===== src/xcvr_diag_consts.svh =====
// Offsets, bit positions, reset values and timing for the diagnostic control map
`ifndef XCVR_DIAG_CONSTS_SVH
`define XCVR_DIAG_CONSTS_SVH

// Byte offsets in the diagnostic page
`define OFS_CAL_FIRST 8'h38
`define OFS_CAL_LAST 8'h5E
`define OFS_CHECKSUM 8'h5F
`define OFS_MON_FIRST 8'h60
`define OFS_MON_LAST 8'h69
`define OFS_SOFT_CTRL 8'h6E
`define OFS_ALARM_PRI 8'h70
`define OFS_ALARM_RX 8'h71
`define OFS_WARN_PRI 8'h74
`define OFS_WARN_RX 8'h75
`define OFS_EXT_CTRL 8'h76

// Soft control byte fields
`define SC_TXDIS_PIN 7
`define SC_SOFT_TXDIS 6
`define SC_TX_RATE_PIN 5
`define SC_RX_RATE_PIN 4
`define SC_SOFT_RX_RATE 3
`define SC_TX_FAULT 2
`define SC_RX_LOS 1
`define SC_READY_N 0

// Extended control byte fields
`define EC_SOFT_TX_RATE 3
`define EC_HIGH_POWER 1
`define EC_POWER_REQ 0

// Reset values of writable bits
`define RST_SOFT_TXDIS 1'b0
`define RST_SOFT_RATE 1'b0

// Soft command response time
`define SOFT_RESP_MS 100
`define CLK_HZ 40000000

`endif


===== src/xcvr_diag_pkg.sv =====
// Types shared by the diagnostic control map
package xcvr_diag_pkg;
  // One management byte
  typedef logic [7:0] byte_t;
  // One 16-bit monitor or threshold word
  typedef logic [15:0] word_t;
  // Five monitor channels, index is the channel
  typedef logic [4:0][15:0] mon_arr_t;
  // Monitor channel order
  typedef enum logic [2:0] {
    CH_TEMP = 3'b000,
    CH_VCC = 3'b001,
    CH_BIAS = 3'b010,
    CH_TXPWR = 3'b011,
    CH_RXPWR = 3'b100
  } mon_chan_t;
endpackage

===== src/transceiver_diag_control_map.sv =====
// Diagnostic and soft-control register area of a pluggable transceiver
// Behaviour
// - Temperature signed, 1/256 C per step
// - Supply voltage unsigned, 100 uV per step
// - Laser bias unsigned, 2 uA per step
// - Tx and rx power unsigned, 0.1 uW steps
// - Bytes 56..94 hold fixed calibration defaults
// - Byte 95 holds factory checksum
// - Bit 7 reads transmit-disable pin level
// - Soft inhibit ORed with disable pin
// - Soft receive rate bit, ORed with pin
// - Bit 2 mirrors transmit fault output
// - Bit 1 mirrors loss-of-signal output
// - Bit 0 low when monitor data valid
// - Soft commands act within 100 ms
// - Byte 112 primary alarm flag pairs
// - Byte 113 receive power alarm flags
// - Byte 116 primary warning flag pairs
// - Byte 117 receive power warning flags
// - Soft transmit rate bit, ORed with pin
// - High power class reads 0, request ignored
// - Rates selected independently per direction
// - Low rate only when pin and bit zero
// - Rate pin levels shown in bits 4, 5
`timescale 1ns/1ps
`include "xcvr_diag_consts.svh"

module transceiver_diag_control_map #(
  // Factory checksum over bytes 0..94
  parameter logic [7:0] CHECKSUM = 8'h00,
  // Default calibration byte content
  parameter logic [7:0] CAL_DEFAULT = 8'h00
) (
  input wire logic sys_clk,
  input wire logic rst_n,
  input wire logic ce,
  input wire logic [7:0] reg_addr,
  input wire xcvr_diag_pkg::byte_t reg_wdata,
  input wire logic reg_wr,
  input wire logic reg_rd,
  output xcvr_diag_pkg::byte_t reg_rdata,
  input wire logic tx_disable_pin,
  input wire logic rx_rate_pin,
  input wire logic tx_rate_pin,
  input wire logic tx_fault_int,
  input wire logic rx_los_int,
  input wire logic mon_valid,
  input wire xcvr_diag_pkg::mon_arr_t mon_value,
  input wire xcvr_diag_pkg::mon_arr_t thr_alarm_hi,
  input wire xcvr_diag_pkg::mon_arr_t thr_alarm_lo,
  input wire xcvr_diag_pkg::mon_arr_t thr_warn_hi,
  input wire xcvr_diag_pkg::mon_arr_t thr_warn_lo,
  output logic tx_disable,
  output logic tx_fault,
  output logic rx_los,
  output logic rx_rate_full,
  output logic tx_rate_full
);
  import xcvr_diag_pkg::*;

  // Soft command deadline in cycles, for reference checks
  localparam longint RESP_CYCLES = longint'(`CLK_HZ) / 1000 * `SOFT_RESP_MS;

  // Reset synchroniser stages
  logic rst_meta_q;
  logic rst_sync_n;

  // Release asynchronously asserted reset on the clock
  always_ff @(posedge sys_clk or negedge rst_n) begin
    if (!rst_n) begin
      rst_meta_q <= 1'b0;
      rst_sync_n <= 1'b0;
    end else begin
      rst_meta_q <= 1'b1;
      rst_sync_n <= rst_meta_q;
    end
  end

  // Pin synchroniser, first stage feeds only second stage
  logic [2:0] pin_meta_q;
  logic [2:0] pin_s_q;
  logic [2:0] pin_meta_d;
  logic [2:0] pin_s_d;

  // Next pin samples, held while ce is low
  always_comb begin
    pin_meta_d = pin_meta_q;
    pin_s_d = pin_s_q;
    if (ce) begin
      pin_meta_d = {tx_rate_pin, rx_rate_pin, tx_disable_pin};
      pin_s_d = pin_meta_q;
    end
  end

  // Register pin stages
  always_ff @(posedge sys_clk or negedge rst_sync_n) begin
    if (!rst_sync_n) begin
      pin_meta_q <= 3'h0;
      pin_s_q <= 3'h0;
    end else begin
      pin_meta_q <= pin_meta_d;
      pin_s_q <= pin_s_d;
    end
  end

  // Synchronised pin levels
  logic txdis_pin_s;
  logic rx_rate_pin_s;
  logic tx_rate_pin_s;
  assign txdis_pin_s = pin_s_q[0];
  assign rx_rate_pin_s = pin_s_q[1];
  assign tx_rate_pin_s = pin_s_q[2];

  // Writable soft control bits and driven outputs
  logic soft_txdis_q;
  logic soft_txdis_d;
  logic soft_rx_rate_full_q;
  logic soft_rx_rate_full_d;
  logic soft_tx_rate_full_q;
  logic soft_tx_rate_full_d;
  logic [4:0] out_q;
  logic [4:0] out_d;
  logic wr_soft;
  logic wr_ext;

  // Write decode for the two control bytes
  assign wr_soft = ce && reg_wr && (reg_addr == `OFS_SOFT_CTRL);
  assign wr_ext = ce && reg_wr && (reg_addr == `OFS_EXT_CTRL);

  // Next control state; reserved and read-only bits drop writes
  always_comb begin
    soft_txdis_d = soft_txdis_q;
    soft_rx_rate_full_d = soft_rx_rate_full_q;
    soft_tx_rate_full_d = soft_tx_rate_full_q;
    out_d = out_q;
    // Writes land in one cycle, far inside the response time
    if (wr_soft) begin
      soft_txdis_d = reg_wdata[`SC_SOFT_TXDIS];
      soft_rx_rate_full_d = reg_wdata[`SC_SOFT_RX_RATE];
    end
    // Only the rate bit is kept; power request has no effect
    if (wr_ext) begin
      soft_tx_rate_full_d = reg_wdata[`EC_SOFT_TX_RATE];
    end
    if (ce) begin
      // Either source disables the transmitter
      out_d[0] = txdis_pin_s | soft_txdis_d;
      out_d[1] = tx_fault_int;
      out_d[2] = rx_los_int;
      // Each direction has its own pin and bit
      out_d[3] = rx_rate_pin_s | soft_rx_rate_full_d;
      out_d[4] = tx_rate_pin_s | soft_tx_rate_full_d;
    end
  end

  // Register control state; rates power up at low speed
  always_ff @(posedge sys_clk or negedge rst_sync_n) begin
    if (!rst_sync_n) begin
      soft_txdis_q <= `RST_SOFT_TXDIS;
      soft_rx_rate_full_q <= `RST_SOFT_RATE;
      soft_tx_rate_full_q <= `RST_SOFT_RATE;
      out_q <= 5'h00;
    end else begin
      soft_txdis_q <= soft_txdis_d;
      soft_rx_rate_full_q <= soft_rx_rate_full_d;
      soft_tx_rate_full_q <= soft_tx_rate_full_d;
      out_q <= out_d;
    end
  end

  assign tx_disable = out_q[0];
  assign tx_fault = out_q[1];
  assign rx_los = out_q[2];
  assign rx_rate_full = out_q[3];
  assign tx_rate_full = out_q[4];

  // Threshold compare, signed only for temperature
  function automatic logic exceeds(input word_t a, input word_t b, input logic sgn);
    if (sgn) begin
      exceeds = $signed(a) > $signed(b);
    end else begin
      exceeds = a > b;
    end
  endfunction

  // Live flag vectors per channel
  logic [4:0] alm_hi_d;
  logic [4:0] alm_lo_d;
  logic [4:0] wrn_hi_d;
  logic [4:0] wrn_lo_d;
  logic [4:0] alm_hi_q;
  logic [4:0] alm_lo_q;
  logic [4:0] wrn_hi_q;
  logic [4:0] wrn_lo_q;
  mon_arr_t mon_q;
  mon_arr_t mon_d;
  logic ready_n_q;
  logic ready_n_d;

  // One comparator set per channel
  genvar c;
  generate
    for (c = 0; c < 5; c++) begin : g_chan
      localparam logic SGN = (c == 0) ? 1'b1 : 1'b0;
      always_comb begin
        alm_hi_d[c] = alm_hi_q[c];
        alm_lo_d[c] = alm_lo_q[c];
        wrn_hi_d[c] = wrn_hi_q[c];
        wrn_lo_d[c] = wrn_lo_q[c];
        mon_d[c] = mon_q[c];
        if (ce) begin
          // Flags follow the value, no latching
          alm_hi_d[c] = exceeds(mon_value[c], thr_alarm_hi[c], SGN);
          alm_lo_d[c] = exceeds(thr_alarm_lo[c], mon_value[c], SGN);
          wrn_hi_d[c] = exceeds(mon_value[c], thr_warn_hi[c], SGN);
          wrn_lo_d[c] = exceeds(thr_warn_lo[c], mon_value[c], SGN);
          // Words pass in their native encoding
          mon_d[c] = mon_value[c];
        end
      end
    end
  endgenerate

  // Readiness flag, low once monitor data is valid
  always_comb begin
    ready_n_d = ready_n_q;
    if (ce) begin
      ready_n_d = ~mon_valid;
    end
  end

  // Register flags and monitor snapshot
  always_ff @(posedge sys_clk or negedge rst_sync_n) begin
    if (!rst_sync_n) begin
      alm_hi_q <= 5'h00;
      alm_lo_q <= 5'h00;
      wrn_hi_q <= 5'h00;
      wrn_lo_q <= 5'h00;
      mon_q <= '0;
      ready_n_q <= 1'b1;
    end else begin
      alm_hi_q <= alm_hi_d;
      alm_lo_q <= alm_lo_d;
      wrn_hi_q <= wrn_hi_d;
      wrn_lo_q <= wrn_lo_d;
      mon_q <= mon_d;
      ready_n_q <= ready_n_d;
    end
  end

  // Pack a primary flag byte, temperature pair on top
  function automatic byte_t pack_pri(input logic [4:0] hi, input logic [4:0] lo);
    pack_pri = {hi[0], lo[0], hi[1], lo[1], hi[2], lo[2], hi[3], lo[3]};
  endfunction

  // Read data, valid only the cycle after the strobe
  byte_t rdata_q;
  byte_t rdata_d;
  byte_t rsel;
  logic [3:0] mon_idx;

  // Byte select for the monitor block, MSB first
  assign mon_idx = 4'(reg_addr - `OFS_MON_FIRST);

  // Read mux; reserved bits and unmapped bytes give zero
  always_comb begin
    rsel = 8'h00;
    if (reg_addr >= `OFS_CAL_FIRST && reg_addr <= `OFS_CAL_LAST) begin
      rsel = CAL_DEFAULT;
    end else if (reg_addr >= `OFS_MON_FIRST && reg_addr <= `OFS_MON_LAST) begin
      rsel = mon_idx[0] ? mon_q[mon_idx[3:1]][7:0] : mon_q[mon_idx[3:1]][15:8];
    end else begin
      case (reg_addr)
        `OFS_CHECKSUM: begin
          rsel = CHECKSUM;
        end
        `OFS_SOFT_CTRL: begin
          rsel[`SC_TXDIS_PIN] = txdis_pin_s;
          rsel[`SC_SOFT_TXDIS] = soft_txdis_q;
          rsel[`SC_TX_RATE_PIN] = tx_rate_pin_s;
          rsel[`SC_RX_RATE_PIN] = rx_rate_pin_s;
          rsel[`SC_SOFT_RX_RATE] = soft_rx_rate_full_q;
          rsel[`SC_TX_FAULT] = tx_fault;
          rsel[`SC_RX_LOS] = rx_los;
          rsel[`SC_READY_N] = ready_n_q;
        end
        `OFS_ALARM_PRI: begin
          rsel = pack_pri(alm_hi_q, alm_lo_q);
        end
        `OFS_ALARM_RX: begin
          rsel = {alm_hi_q[4], alm_lo_q[4], 6'h00};
        end
        `OFS_WARN_PRI: begin
          rsel = pack_pri(wrn_hi_q, wrn_lo_q);
        end
        `OFS_WARN_RX: begin
          rsel = {wrn_hi_q[4], wrn_lo_q[4], 6'h00};
        end
        `OFS_EXT_CTRL: begin
          // High power class never active
          rsel[`EC_SOFT_TX_RATE] = soft_tx_rate_full_q;
        end
        default: begin
          rsel = 8'h00;
        end
      endcase
    end
  end

  // Capture on read strobe, otherwise return to zero; hold while ce is low
  always_comb begin
    rdata_d = rdata_q;
    if (ce) begin
      rdata_d = reg_rd ? rsel : 8'h00;
    end
  end

  // Register read data
  always_ff @(posedge sys_clk or negedge rst_sync_n) begin
    if (!rst_sync_n) begin
      rdata_q <= 8'h00;
    end else begin
      rdata_q <= rdata_d;
    end
  end

  assign reg_rdata = rdata_q;
endmodule // transceiver_diag_control_map


===== config.mk =====
export PLATFORM = sky130hd
export DESIGN_NAME = transceiver_diag_control_map
export DESIGN_NICKNAME = d
export VERILOG_FILES = /design/src/xcvr_diag_pkg.sv /design/src/transceiver_diag_control_map.sv
export VERILOG_INCLUDE_DIRS = /design/src /design/src/src
export SDC_FILE = /design/constraint.sdc
export NUM_CORES = 1
export LEC_CHECK = 0
export BUFFER_PORTS_ARGS = -buffer_cell sky130_fd_sc_hd__buf_2
export CAP_MARGIN = 20
export CORE_AREA = 2 2 172 174
export CTS_CLUSTER_SIZE = 20
export DETAILED_ROUTE_END_ITERATION = 7
export DIE_AREA = 0 0 174 176
export PLACE_DENSITY = 0.81
export SYNTH_ARGS = -nofsm -noshare
export SYNTH_HDL_FRONTEND = slang
export SYNTH_SLANG_ARGS = --single-unit

===== constraint.sdc =====
create_clock -name sys_clk -period 4.4 [get_ports sys_clk]
set_input_delay 0.44 -clock sys_clk [delete_from_list [all_inputs] [get_ports sys_clk]]
set_output_delay 0.44 -clock sys_clk [all_outputs]
set_load 0.1 [all_outputs]

Word level (Yosys, flattened, before mapping)
Cells that the tools add are included.
{ "classes": {"n_shift": 0, "reduce_logical": 5, "div_mod_pow": 0, "mux": 12, "magnitude_cmp": 25, "add_sub_neg": 1, "n_eq_ne": 6, "n_mul": 0, "bitwise": 4} }
{ "ops": {"columns": ["operator", "n"], "rows": [
  ["> comparator 16 bit", 20],
  ["binary-select mux 16 bit (select 3 bit)", 1],
  ["== test 8 x 7 -> 1 bit (second input constant)", 6],
  ["two-way mux 8 bit", 4],
  ["case mux 4 bit (5 select lines)", 1],
  ["<= comparator 8 x 7 -> 1 bit (second input constant)", 2],
  ["two-way mux 16 bit", 1],
  ["case mux 3 bit (3 select lines)", 1],
  ["greater-or-equal comparator 8 x 6 -> 1 bit (second input constant)", 1],
  ["greater-or-equal comparator 8 x 7 -> 1 bit (second input constant)", 1],
  ["logical AND 1 bit", 5],
  ["< comparator 3 x 4 -> 1 bit (second input constant)", 1],
  ["case mux 1 bit (4 select lines)", 1],
  ["subtractor 4 x 1 -> 4 bit (second input constant)", 1],
  ["two-way mux 1 bit", 3],
  ["bitwise OR 1 bit", 3],
  ["inverter 1 bit", 1]
]} }
{ "word_totals": {"mem_count": 0, "out_inout_bits": 13, "ram_bits": 0, "wordCells": 72, "mem_bits_ro": 0, "ff_bits": 125, "in_bits": 427, "latchBits": 0} }

Longest topological paths before layout
Gate-level depths: netlist of the first run.
{ "depth": {"word_depth": 7, "depth_mapped": 9, "depth_no_buf": 8} }

Least setup slack after synthesis of the first run
No wires, ideal clock.
{ "synth_timing": {"path_type": "in2reg", "startpoint": "in mon_value[15] (netlist bit)", "endpoint": "reg wrn_lo_q[0]", "setup_ps": 120, "t_arrival_ps": 2059, "required_time_ps": 4280, "slack_ps": 2221, "path_buffers": 0, "path_stages": 8, "cell_sequence": "inv_1 > ha_1 > nand4_1 > nor4_1 > a21boi_1 > a2111oi_0 > mux2_2 > a31o_1"} }
{ "synth_via": {"elab_chain_cells": 1} }
{ "synth_rtl": {"columns": ["item", "line", "rtl"], "rows": [
  ["from (decl)", "transceiver_diag_control_map.sv:48", "input wire xcvr_diag_pkg::mon_arr_t mon_value,"],
  ["> comparator 16 bit", "transceiver_diag_control_map.sv:180", "exceeds = $signed(a) > $signed(b);"],
  ["to (signal assigned)", "transceiver_diag_control_map.sv:245", "wrn_lo_q <= wrn_lo_d;"],
  ["to (decl)", "transceiver_diag_control_map.sv:194", "logic [4:0] wrn_lo_q;"]
]} }
No other way between the ends.
A chain may end at the register's enable or synchronous reset.

Worst setup path in the final report of the first run
{ "layout_timing": {"startpoint": "in reg_addr[2]", "endpoint": "reg rdata_q[0] (netlist: reg_rdata[0])"} }
{ "layout_via": {"elab_chain_cells": 7, "word_cells_on_any_way": 17, "classes_between": "1 x add/sub; 4 x order compare; 3 x eq/ne; 7 x mux; 2 x reduce/logical"} }
{ "layout_rtl": {"columns": ["item", "line", "rtl"], "rows": [
  ["from (decl)", "transceiver_diag_control_map.sv:37", "input wire logic [7:0] reg_addr,"],
  ["subtractor 4 x 1 -> 4 bit (no source line)", null, null],
  ["binary-select mux 16 bit (select 3 bit)", "transceiver_diag_control_map.sv:271", "rsel = mon_idx[0] ? mon_q[mon_idx[3:1]][7:0] : mon_q[mon_idx[3:1]][15:8];"],
  ["two-way mux 16 bit (not written as such)", "transceiver_diag_control_map.sv:271", null],
  ["two-way mux 8 bit", "transceiver_diag_control_map.sv:271", null],
  ["two-way mux 8 bit", "transceiver_diag_control_map.sv:270", "end else if (reg_addr >= `OFS_MON_FIRST && reg_addr <= `OFS_MON_LAST) begin"],
  ["two-way mux 8 bit (*)", "transceiver_diag_control_map.sv:268", "if (reg_addr >= `OFS_CAL_FIRST && reg_addr <= `OFS_CAL_LAST) begin"],
  ["two-way mux 8 bit (*)", "transceiver_diag_control_map.sv:314", "rdata_d = reg_rd ? rsel : 8'h00;"],
  ["to (signal assigned)", "transceiver_diag_control_map.sv:323", "rdata_q <= rdata_d;"],
  ["to (decl)", "transceiver_diag_control_map.sv:257", "byte_t rdata_q;"]
]} }
Every way passes the cells marked *; elsewhere a longest branch is shown, timed or not. The select of a mux whose other input is x is not followed.

==> results of run 1 <==
## kinds of logic after synthesis
kind of cell | synth area share [%]
xor+xnor | 0.131
other cells | 0.0281
simple gates | 10.9
fa+ha+maj | 30.0
compound gates | 18.1
mux | 9.20
flops | 23.4
buf+inv | 8.22
## final cells by class
type | count | area (µm²) | share of cell area, %
Antenna cell | 5 | 12.5 | 0.0753
Sequential cell | 125 | 3130 | 18.9
Clock buffer | 19 | 453 | 2.73
Inverter | 250 | 938 | 5.65
Clock inverter | 13 | 260 | 1.57
Timing Repair Buffer | 438 | 2210 | 13.3
Tap cell | 384 | 480 | 2.89
Multi-Input combinational cell | 1089 | 9130 | 54.9
## layer usage
metal	wire length [µm]	vias to the layer above	global-route usage [%]
li1	-	6295	-
met5	0	-	0
met3	2950	130	5.04
met2	21600	555	50.1
met4	1790	0	12.6
met1	17900	6097	34.2
## layout by cell type, fill, tap and decap left out, drive strengths merged, types with 18 or more instances in the layout
master / n
a211oi: 18
clkbuf: 19
buf: 437
nand4: 74
nand2: 54
o21ai: 52
mux2: 88
nor2b: 26
ha: 320
dfrtp: 124
nor2: 60
a21oi: 155
inv: 250
o211ai: 28
nand3: 31
a21o: 67
## final timing paths
path / slack (ns) / startpoint / to / cells past startpoint
max in group asynchronous: 3.11 / rst_sync_n / ready_n_q / 1
max reg2reg: 2.57 / mon_q[24] / reg_rdata[0] / 5
min reg2reg: 0.35 / rst_sync_n / mon_q[1] / 0
min: 0.17 / mon_valid / ready_n_q / 2
min in group asynchronous: 0.33 / rst_n / rst_sync_n / 2
max: 1.68 / reg_addr[2] / reg_rdata[0] / 6
## state kept, by name, indices dropped and copies added (netlist names)
| register | count |
|---|---|
| soft_txdis_q | 1 |
| reg_rdata | 8 |
| ready_n_q | 1 |
| rst_meta_q | 1 |
| out_q | 5 |
| wrn_hi_q | 5 |
| soft_tx_rate_full_q | 1 |
| mon_q | 80 |
| pin_s_q | 3 |
| alm_lo_q | 5 |
| wrn_lo_q | 5 |
| alm_hi_q | 5 |
| rst_sync_n | 1 |
| pin_meta_q | 3 |
| soft_rx_rate_full_q | 1 |
## per-stage QoR
step           power [µW]  hold WS, ns  cell area, µm²  worst slack [ns]
2_1_floorplan        2120        0.144           13400             0.661
3_3_place_gp         2570        0.225           15900              1.50
3_5_place_dp         2630        0.228           15900              1.42
4_1_cts              4320        0.168           16600              1.79
5_1_grt              4540        0.178           16600              1.56
6_report             4320        0.168           16600              1.68
## power by group
group	total, µW	switching, µW	internal [µW]
sequential	1370	105	1270
clock	1700	544	1150
combinational	1250	681	570
## repair_timing
item                                    CTS  global route
resized for setup                         0             0
endpoints found under the hold margin     2             0
endpoints found under the setup margin    0             0
hold buffers                              1             0
==> flow_summary_export.csv, run 1 <==
group,metric,value,unit
pwr,peakVddDrop,0.000280,V
cells_and_area,fin_nets,2668,
yosys,yosysTopAreaCell,"ha_1",
job,maxCapViolCount,0,
detailed_routing,dr.pass1.iters,5,
cells_and_area,layout.cells.non_filler,2323,
yosys,synth_seq_area_share,23.4,%
yosys,yosys_register_bits,125,
detailed_routing,totalWireLength,44.3,mm
worst_setup_path,crit_chain,"buf_2 > inv_1 > nor3_1 > a222oi_1 > a21bo_1 > a22o_1",
clocking,numClockSinks,125,
yosys,synth.most_common_cell,"ha_1",
sta,skew,0.0124,ns
sta,fin_tns_setup,0,ns
floorplanning,std_cell_rows,62,
clocking,clkTransAtPathRegs,0.06,ns
sta,finalHoldViolations,0,
sta,fin_crit_sh,61.8,%
sta,setup_violations,0,
worst_hold_path,hp-class,"in2reg",
floorplanning,core,28500,µm²
clocking,clockBufferDepth,2,
yosys,yosys_warnings,0,
clocking,cts-root-buf,"clkbuf_16",
placed_design,portBuffers,433,
worst_setup_path,crit_slowest_cell,"nor3_1",
worst_setup_path,endpoint_kind,"register",
worst_setup_path,max_stage_delay,1.01,ns
clocking,cts_tree,"yes",
sta,drv_slew,0,
floorplanning,ios,440,
placed_design,hpwl,37.6,mm
worst_setup_path,path_max_fanout,37,
yosys,synth_edf_count,0,
yosys,synth_common_cells,"320 x ha_1, 248 x inv_1, 155 x a21oi_1",
yosys,synth_ff_type,"dfrtp_1",
clocking,h-tree-depth,4,
clocking,cts_setup_buffers,0,
yosys,syn-cell-area,13400,µm²
yosys,ys_async_sr_fraction,100,%
grt,grt_max_degree,70,
placed_design,numPlacedInstances,2285,
cells_and_area,fill_cells,2538,
floorplanning,die_h,176,µm
worst_setup_path,arrival,3.08,ns
floorplanning,die_w,174,µm
grt,grt_pass1_vias,13300,
detailed_routing,drcViolationCount,0,
pwr,leakagePower,0.00926,µW
yosys,synth_top_cell_area_share,30.0,%
cells_and_area,fin_util,58.2,%
yosys,syn_avg_cell_area,8.92,µm²
pwr,power_density,260,nW/µm²
floorplanning,dieArea,30600,µm²
yosys,syn-num-nets,2244,
outcome,status,"finished, final reports clean",
grt,grtUsageTotal,28.5,%
sta,rsz0062_at_grt,"no",
worst_setup_path,cp_data_required_time,4.76,ns
worst_setup_path,crit_path_start_kind,"primary input",
floorplanning,start_util,46.8,%
grt,antenna_found_initial,5,
yosys,syn_inst,1497,
sta,min_period,2.72,ns
grt,grt_overflow,0,
worst_setup_path,crit_family,"buffers and inverters",
yosys,ys_types,61,
yosys,synth_area_leaders,"ha_1 30%, dfrtp_1 23%, mux2_2 7.4%",
placed_design,routabilityCongestion,0.959,
cells_and_area,syn_to_final_growth,24.4,%
sta,worstMarginPinSlew,1.13,ns
sta,max_freq,368,MHz
detailed_routing,vias,13100,
clocking,numCtsBuffers,17,
grt,grt_pass1_wl,68.6,mm
clocking,clk_latency,0.44,ns
detailed_routing,wl_per_cell,19.1,µm
worst_setup_path,worstSetupPathType,"in2reg",
detailed_routing,viasPerCell,5.63,
cells_and_area,drive_above_1_share,29.6,%
detailed_routing,ant_nets,0,
detailed_routing,drtIter0Drc,918,
worst_setup_path,crit_buf_inv,2,
sta,max-slew-margin-rel,23.8,%
Power figures use the tool's default switching activity.
==> inputs of run 2 (changes only) <==
--- a/config.mk
+++ b/config.mk
@@ -8,11 +8,11 @@
 export LEC_CHECK = 0
 export BUFFER_PORTS_ARGS = -buffer_cell sky130_fd_sc_hd__buf_2
 export CAP_MARGIN = 20
-export CORE_AREA = 2 2 172 174
+export CORE_AREA = 2 2 170 172
 export CTS_CLUSTER_SIZE = 20
 export DETAILED_ROUTE_END_ITERATION = 7
-export DIE_AREA = 0 0 174 176
-export PLACE_DENSITY = 0.81
+export DIE_AREA = 0 0 172 174
+export PLACE_DENSITY = 0.86
 export SYNTH_ARGS = -nofsm -noshare
 export SYNTH_HDL_FRONTEND = slang
 export SYNTH_SLANG_ARGS = --single-unit
==> constraint.sdc (replaced) <==
create_clock -name sys_clk -period 2.45 [get_ports sys_clk]
set_input_delay 0.245 -clock sys_clk [delete_from_list [all_inputs] [get_ports sys_clk]]
set_output_delay 0.245 -clock sys_clk [all_outputs]
set_load 0.1 [all_outputs]
==> flow_summary_export.csv, run 2 (synthesis gave the netlist of run 1 again) <==
group,metric,value,unit
grt,grt_pass1_vias,13800,
sta,drv_slew,0,
detailed_routing,viasPerCell,5.72,
pwr,pwr-share-seq,33.9,%
worst_hold_path,hp-class,"in2reg",
grt,grt_pass1_wl,69.3,mm
worst_setup_path,cp_data_required_time,2.77,ns
detailed_routing,ant_nets,0,
worst_setup_path,r2r-start,"mon_q[24]",
placed_design,portBuffers,433,
floorplanning,core,28200,µm²
worst_setup_path,crit_path_start_kind,"primary input",
floorplanning,ios,440,
detailed_routing,drcViolationCount,0,
floorplanning,start_util,47.3,%
sta,worstMarginPinSlew,0.962,ns
clocking,numCtsBuffers,17,
detailed_routing,dr.pass1.iters,7,
placed_design,numPlacedInstances,2297,
worst_setup_path,r2r_cells,5,
sta,max-slew-margin-rel,35.4,%
placed_design,routabilityCongestion,0.993,
cells_and_area,layout_common_cells,"432 x buf_2, 320 x ha_1, 248 x inv_1, 155 x a21oi_1, 123 x dfrtp_1",
cells_and_area,layout_commonest_cell,"buf_2",
worst_setup_path,crit_slowest_cell,"a2111oi_0",
clocking,clkTransAtPathRegs,0.06,ns
worst_setup_path,cp.depth,9,
clocking,clockBufferDepth,2,
floorplanning,die_h,174,µm
worst_setup_path,crit_chain,"buf_2 > inv_1 > ha_1 > nand4_1 > nor4_1 > a21boi_1 > a2111oi_0 > mux2_2 > a31o_1",
clocking,cts_setup_buffers,0,
detailed_routing,vias,13400,
worst_setup_path,r2r_slack,0.64,ns
cells_and_area,regArea,3130,µm²
floorplanning,die_w,172,µm
worst_setup_path,arrival,2.24,ns
pwr,peakVddDrop,0.000390,V
worst_setup_path,worstSetupPathType,"in2reg",
pwr,power_density,436,nW/µm²
cells_and_area,largest-register,"mon_q",
worst_setup_path,startpoint,"mon_value[15]",
cells_and_area,multi_input_area,9130,µm²
worst_setup_path,crit_family,"compound AO/OA/AOI/OAI gates",
detailed_routing,drtIter0Drc,954,
sta,whs,0.0551,ns
grt,antenna_found_initial,5,
detailed_routing,wl_per_cell,19.3,µm
cells_and_area,layout.cells.non_filler,2335,
sta,skew,0.0109,ns
sta,max_freq,519,MHz
clocking,cts_tree,"yes",
placed_design,hpwl,38.1,mm
placed_design,post_dp_cell_area,16000,µm²
clocking,cts_resized,0,
worst_setup_path,endpoint,"wrn_lo_q[0]",
pwr,p_switching,2470,µW
pwr,leakagePower,0.00928,µW
cells_and_area,final_cell_area,16600,µm²
sta,fin_crit_sh,78.6,%
worst_setup_path,max_stage_delay,0.44,ns
pwr,internal_power,4780,µW
grt,grt_overflow,0,
pwr,clkPwrFrac,34.4,%
worst_setup_path,endpoint_kind,"register",
outcome,status,"finished, final reports clean",
pwr,p_comb_share,31.6,%
cells_and_area,fin_nets,2681,
worst_setup_path,regToRegEndpoint,"reg_rdata[0]",
grt,grtUsageTotal,29.8,%
clocking,h-tree-depth,4,
clocking,numClockSinks,125,
job,maxCapViolCount,0,
clocking,cts_hold_buf,2,
clocking,cts-root-buf,"clkbuf_16",
cells_and_area,fill_cells,2524,
worst_setup_path,path_max_fanout,4,
grt,grt_max_degree,70,
sta,min_period,1.93,ns
floorplanning,std_cell_rows,62,
sta,fin_tns_setup,0,ns
clocking,clk_latency,0.42,ns
cells_and_area,drive_above_1_share,30.0,%
pwr,swShare,34.1,%
worst_setup_path,crit_buf_inv,2,
sta,setup_violations,0,
sta,rsz0062_at_grt,"no",
floorplanning,dieArea,29900,µm²
cells_and_area,largest_register_ffs,80,
detailed_routing,totalWireLength,45.0,mm
sta,finalHoldViolations,0,
cells_and_area,syn_to_final_growth,24.5,%
==> run 2: cell types whose count changed in the layout (fill, tap and decap cells not counted), sizes merged <==
cell         change
inv              +7
dlygate4sd3      +1
clkinv           -1
clkbuf           -1
diode            -1
bufinv           -6
buf             +12
clkinvlp         +1
==> run 2: how the worst min path moves through the flow <==
stage / startpoint / to / cells after the start
2_1_floorplan: rst_n / rst_meta_q / 0
3_3_place_gp: rst_n / rst_meta_q / 1
3_5_place_dp: rst_n / rst_meta_q / 1
4_1_cts: tx_rate_pin / pin_meta_q[2] / 2
5_1_grt: rx_rate_pin / pin_meta_q[1] / 2
6_report: tx_rate_pin / pin_meta_q[2] / 2
==> run 2: worst reg2reg max path: stages, from the launching register on <==
cell and delay, ns:
dfrtp_1 0.45, mux4_2 0.49, a221oi_2 0.29, a21oi_1 0.07, a21bo_1 0.20, a22o_1 0.19
==> run 2: per-stage QoR <==
stage / power [µW] / utilization [%] / setup slack, ns
4_1_cts: 7240 / 58.8 / 0.555
6_report: 7240 / 58.9 / 0.523
5_1_grt: 7650 / 58.9 / 0.415
3_3_place_gp: 4640 / 56.7 / 0.106
2_1_floorplan: 3810 / - / 0.368
3_5_place_dp: 4750 / 56.7 / 0.117
==> run 2: final cells by class <==
cell class,count,area share [%]
Inverter,250,5.65
Clock inverter,14,0.873
Sequential cell,125,18.8
Antenna cell,4,0.0602
Timing Repair Buffer,451,14.1
Multi-Input combinational cell,1089,54.9
Clock buffer,18,2.64
Tap cell,384,2.89
==> run 2: power by group through the flow <==
stage / combinational [µW] / sequential [µW] / clock, µW
3_3_place_gp: 2160 / 2480 / 0
4_1_cts: 2280 / 2450 / 2510
6_report: 2290 / 2460 / 2490
5_1_grt: 2570 / 2480 / 2610
2_1_floorplan: 1300 / 2510 / 0
3_5_place_dp: 2260 / 2490 / 0
==> run 2: layer usage <==
metal / up-vias / global-route usage, % / share of wire, %
met3: 148 / 5.94 / 7.7
met5: - / 0 / 0.029
met1: 6295 / 34.3 / 39
met4: 2 / 14.7 / 4.8
li1: 6315 / - / -
met2: 606 / 52.3 / 49
==> inputs of run 3 (changes only) <==
--- a/config.mk
+++ b/config.mk
@@ -8,11 +8,11 @@
 export LEC_CHECK = 0
 export BUFFER_PORTS_ARGS = -buffer_cell sky130_fd_sc_hd__buf_2
 export CAP_MARGIN = 20
-export CORE_AREA = 2 2 170 172
+export CORE_AREA = 2 2 172 174
 export CTS_CLUSTER_SIZE = 20
 export DETAILED_ROUTE_END_ITERATION = 7
-export DIE_AREA = 0 0 172 174
-export PLACE_DENSITY = 0.86
+export DIE_AREA = 0 0 174 176
+export PLACE_DENSITY = 0.81
 export SYNTH_ARGS = -nofsm -noshare
 export SYNTH_HDL_FRONTEND = slang
 export SYNTH_SLANG_ARGS = --single-unit
==> constraint.sdc (replaced) <==
create_clock -name sys_clk -period 2 [get_ports sys_clk]
set_input_delay 0.2 -clock sys_clk [delete_from_list [all_inputs] [get_ports sys_clk]]
set_output_delay 0.2 -clock sys_clk [all_outputs]
set_load 0.1 [all_outputs]
==> flow_summary_export.csv, run 3 (synthesis gave the netlist of run 1 again) <==
group,metric,value,unit
cells_and_area,fin_nets,2746,
cells_and_area,largest_register_ffs,80,
worst_setup_path,path_max_fanout,2,
detailed_routing,vias,13200,
sta,fin_crit_sh,89.4,%
cells_and_area,layout_common_cells,"432 x buf_2, 320 x ha_1, 248 x inv_1, 155 x a21oi_1, 123 x dfrtp_1",
sta,rsz0062_at_grt,"no",
worst_setup_path,endpoint_kind,"register",
clocking,cts_tree,"yes",
floorplanning,std_cell_rows,62,
worst_hold_path,whs_path_depth,2,
placed_design,post_dp_cell_area,16500,µm²
sta,max_freq,559,MHz
grt,gr-usage-met2,53.2,%
sta,drv_slew,0,
clocking,clockBufferDepth,2,
grt,grt_overflow,0,
floorplanning,ios,440,
worst_hold_path,hp-class,"in2reg",
clocking,clkTransAtPathRegs,0.06,ns
detailed_routing,wl_per_cell,18.6,µm
cells_and_area,largest-register,"mon_q",
placed_design,portBuffers,433,
detailed_routing,viasPerCell,5.51,
clocking,cts_setup_buffers,0,
worst_setup_path,crit_path_start_kind,"register",
detailed_routing,dr.pass1.iters,5,
clocking,clk_latency,0.43,ns
floorplanning,core,28500,µm²
sta,skew,0.00842,ns
grt,top_usage_layer,"met2",
worst_setup_path,cp.depth,5,
detailed_routing,drcViolationCount,0,
cells_and_area,drive_above_1_share,32.1,%
grt,grt_pass1_vias,13600,
sta,max-slew-margin-rel,27.0,%
placed_design,routabilityCongestion,0.968,
grt,grtUsageTotal,28.9,%
sta,finalWorstSetupSlack,0.212,ns
worst_setup_path,crit_family,"compound AO/OA/AOI/OAI gates",
worst_setup_path,cp_data_required_time,2.32,ns
outcome,status,"finished, final reports clean",
clocking,numCtsBuffers,17,
cells_and_area,syn_to_final_growth,28.5,%
worst_setup_path,startpoint,"mon_q[24]",
worst_setup_path,crit_slowest_cell,"mux4_2",
clocking,cts_hold_buf,5,
worst_setup_path,endpoint,"reg_rdata[0]",
grt,use_met1,34.7,%
worst_setup_path,crit_buf_inv,0,
floorplanning,start_util,46.8,%
pwr,peakVddDrop,0.000690,V
worst_setup_path,max_stage_delay,0.48,ns
sta,finalHoldViolations,0,
grt,grt_max_degree,68,
clocking,h-tree-depth,4,
worst_setup_path,worstSetupPathType,"reg2reg",
placed_design,hpwl,38.9,mm
pwr,power,9100,µW
cells_and_area,layout_commonest_cell,"buf_2",
floorplanning,die_h,176,µm
worst_setup_path,crit_chain,"mux4_2 > a221oi_2 > a21oi_1 > a21bo_1 > a22o_1",
cells_and_area,fill_cells,2519,
clocking,cts_resized,0,
detailed_routing,ant_nets,0,
worst_setup_path,regToRegEndpoint,"reg_rdata[0]",
cells_and_area,final_cell_area,17200,µm²
pwr,power_density,530,nW/µm²
grt,antenna_found_initial,3,
sta,min_period,1.79,ns
job,maxCapViolCount,0,
clocking,cts-root-buf,"clkbuf_16",
cells_and_area,multi_input_area,9130,µm²
sta,worstMarginPinSlew,1.09,ns
grt,grt_util_met3,4.33,%
floorplanning,dieArea,30600,µm²
worst_setup_path,arrival,2.10,ns
grt,grt_pass1_wl,69.8,mm
cells_and_area,regArea,3130,µm²
cells_and_area,fin_util,60.1,%
pwr,leakagePower,0.00961,µW
detailed_routing,totalWireLength,44.7,mm
clocking,numClockSinks,125,
floorplanning,die_w,174,µm
worst_setup_path,r2r_slack,0.21,ns
worst_setup_path,r2r-start,"mon_q[24]",
worst_setup_path,r2r_cells,5,
sta,setup_violations,0,
placed_design,place_ws,-0.206,ns
detailed_routing,drtIter0Drc,673,
-- run 3: power by group --
part / total, µW / leakage (µW) / internal, µW / switching (µW)
Sequential: 3000 / 0.00150 / 2790 / 213
Combinational: 2920 / 0.00782 / 1370 / 1550
Clock: 3180 / 0.000298 / 1990 / 1190
-- run 3: layer usage --
layer  vias up  routed length [µm]
met3        79                2730
met4         0                1210
met5         -                   0
met2       515               22500
li1       6447                   -
met1      6189               18300
-- run 3: worst min-delay path by stage --
stage	endpoint	slack, ns	startpoint
floorplan	rst_meta_q	-0.1	rst_n
global placement	rst_meta_q	-0.01	rst_n
detailed placement	rst_meta_q	-0.01	rst_n
CTS	pin_meta_q[2]	0.009	tx_rate_pin
global route	pin_meta_q[2]	0.009	tx_rate_pin
finish	out_q[2]	0.02	rx_los_int
-- run 3: through the flow --
| stage | instances | hold WS (ns) | setup TNS (ns) |
|---|---|---|---|
| 2_1_floorplan | 1497 | -0.0956 | 0 |
| 3_3_place_gp | 2359 | -0.0142 | -0.493 |
| 3_5_place_dp | 2359 | -0.0142 | -0.773 |
| 4_1_cts | 2396 | 0.00911 | 0 |
| 5_1_grt | 2399 | 0.00878 | 0 |
| 6_report | 2400 | 0.0241 | 0 |
-- run 3: layout make-up --
type / count / share of cell area (%)
multi-input combinational: 1089 / 53.2
clock inverter: 10 / 0.751
timing repair buffer: 516 / 16.6
antenna: 4 / 0.0583
inverter: 250 / 5.47
sequential: 125 / 18.3
clock buffer: 22 / 2.82
tap: 384 / 2.80
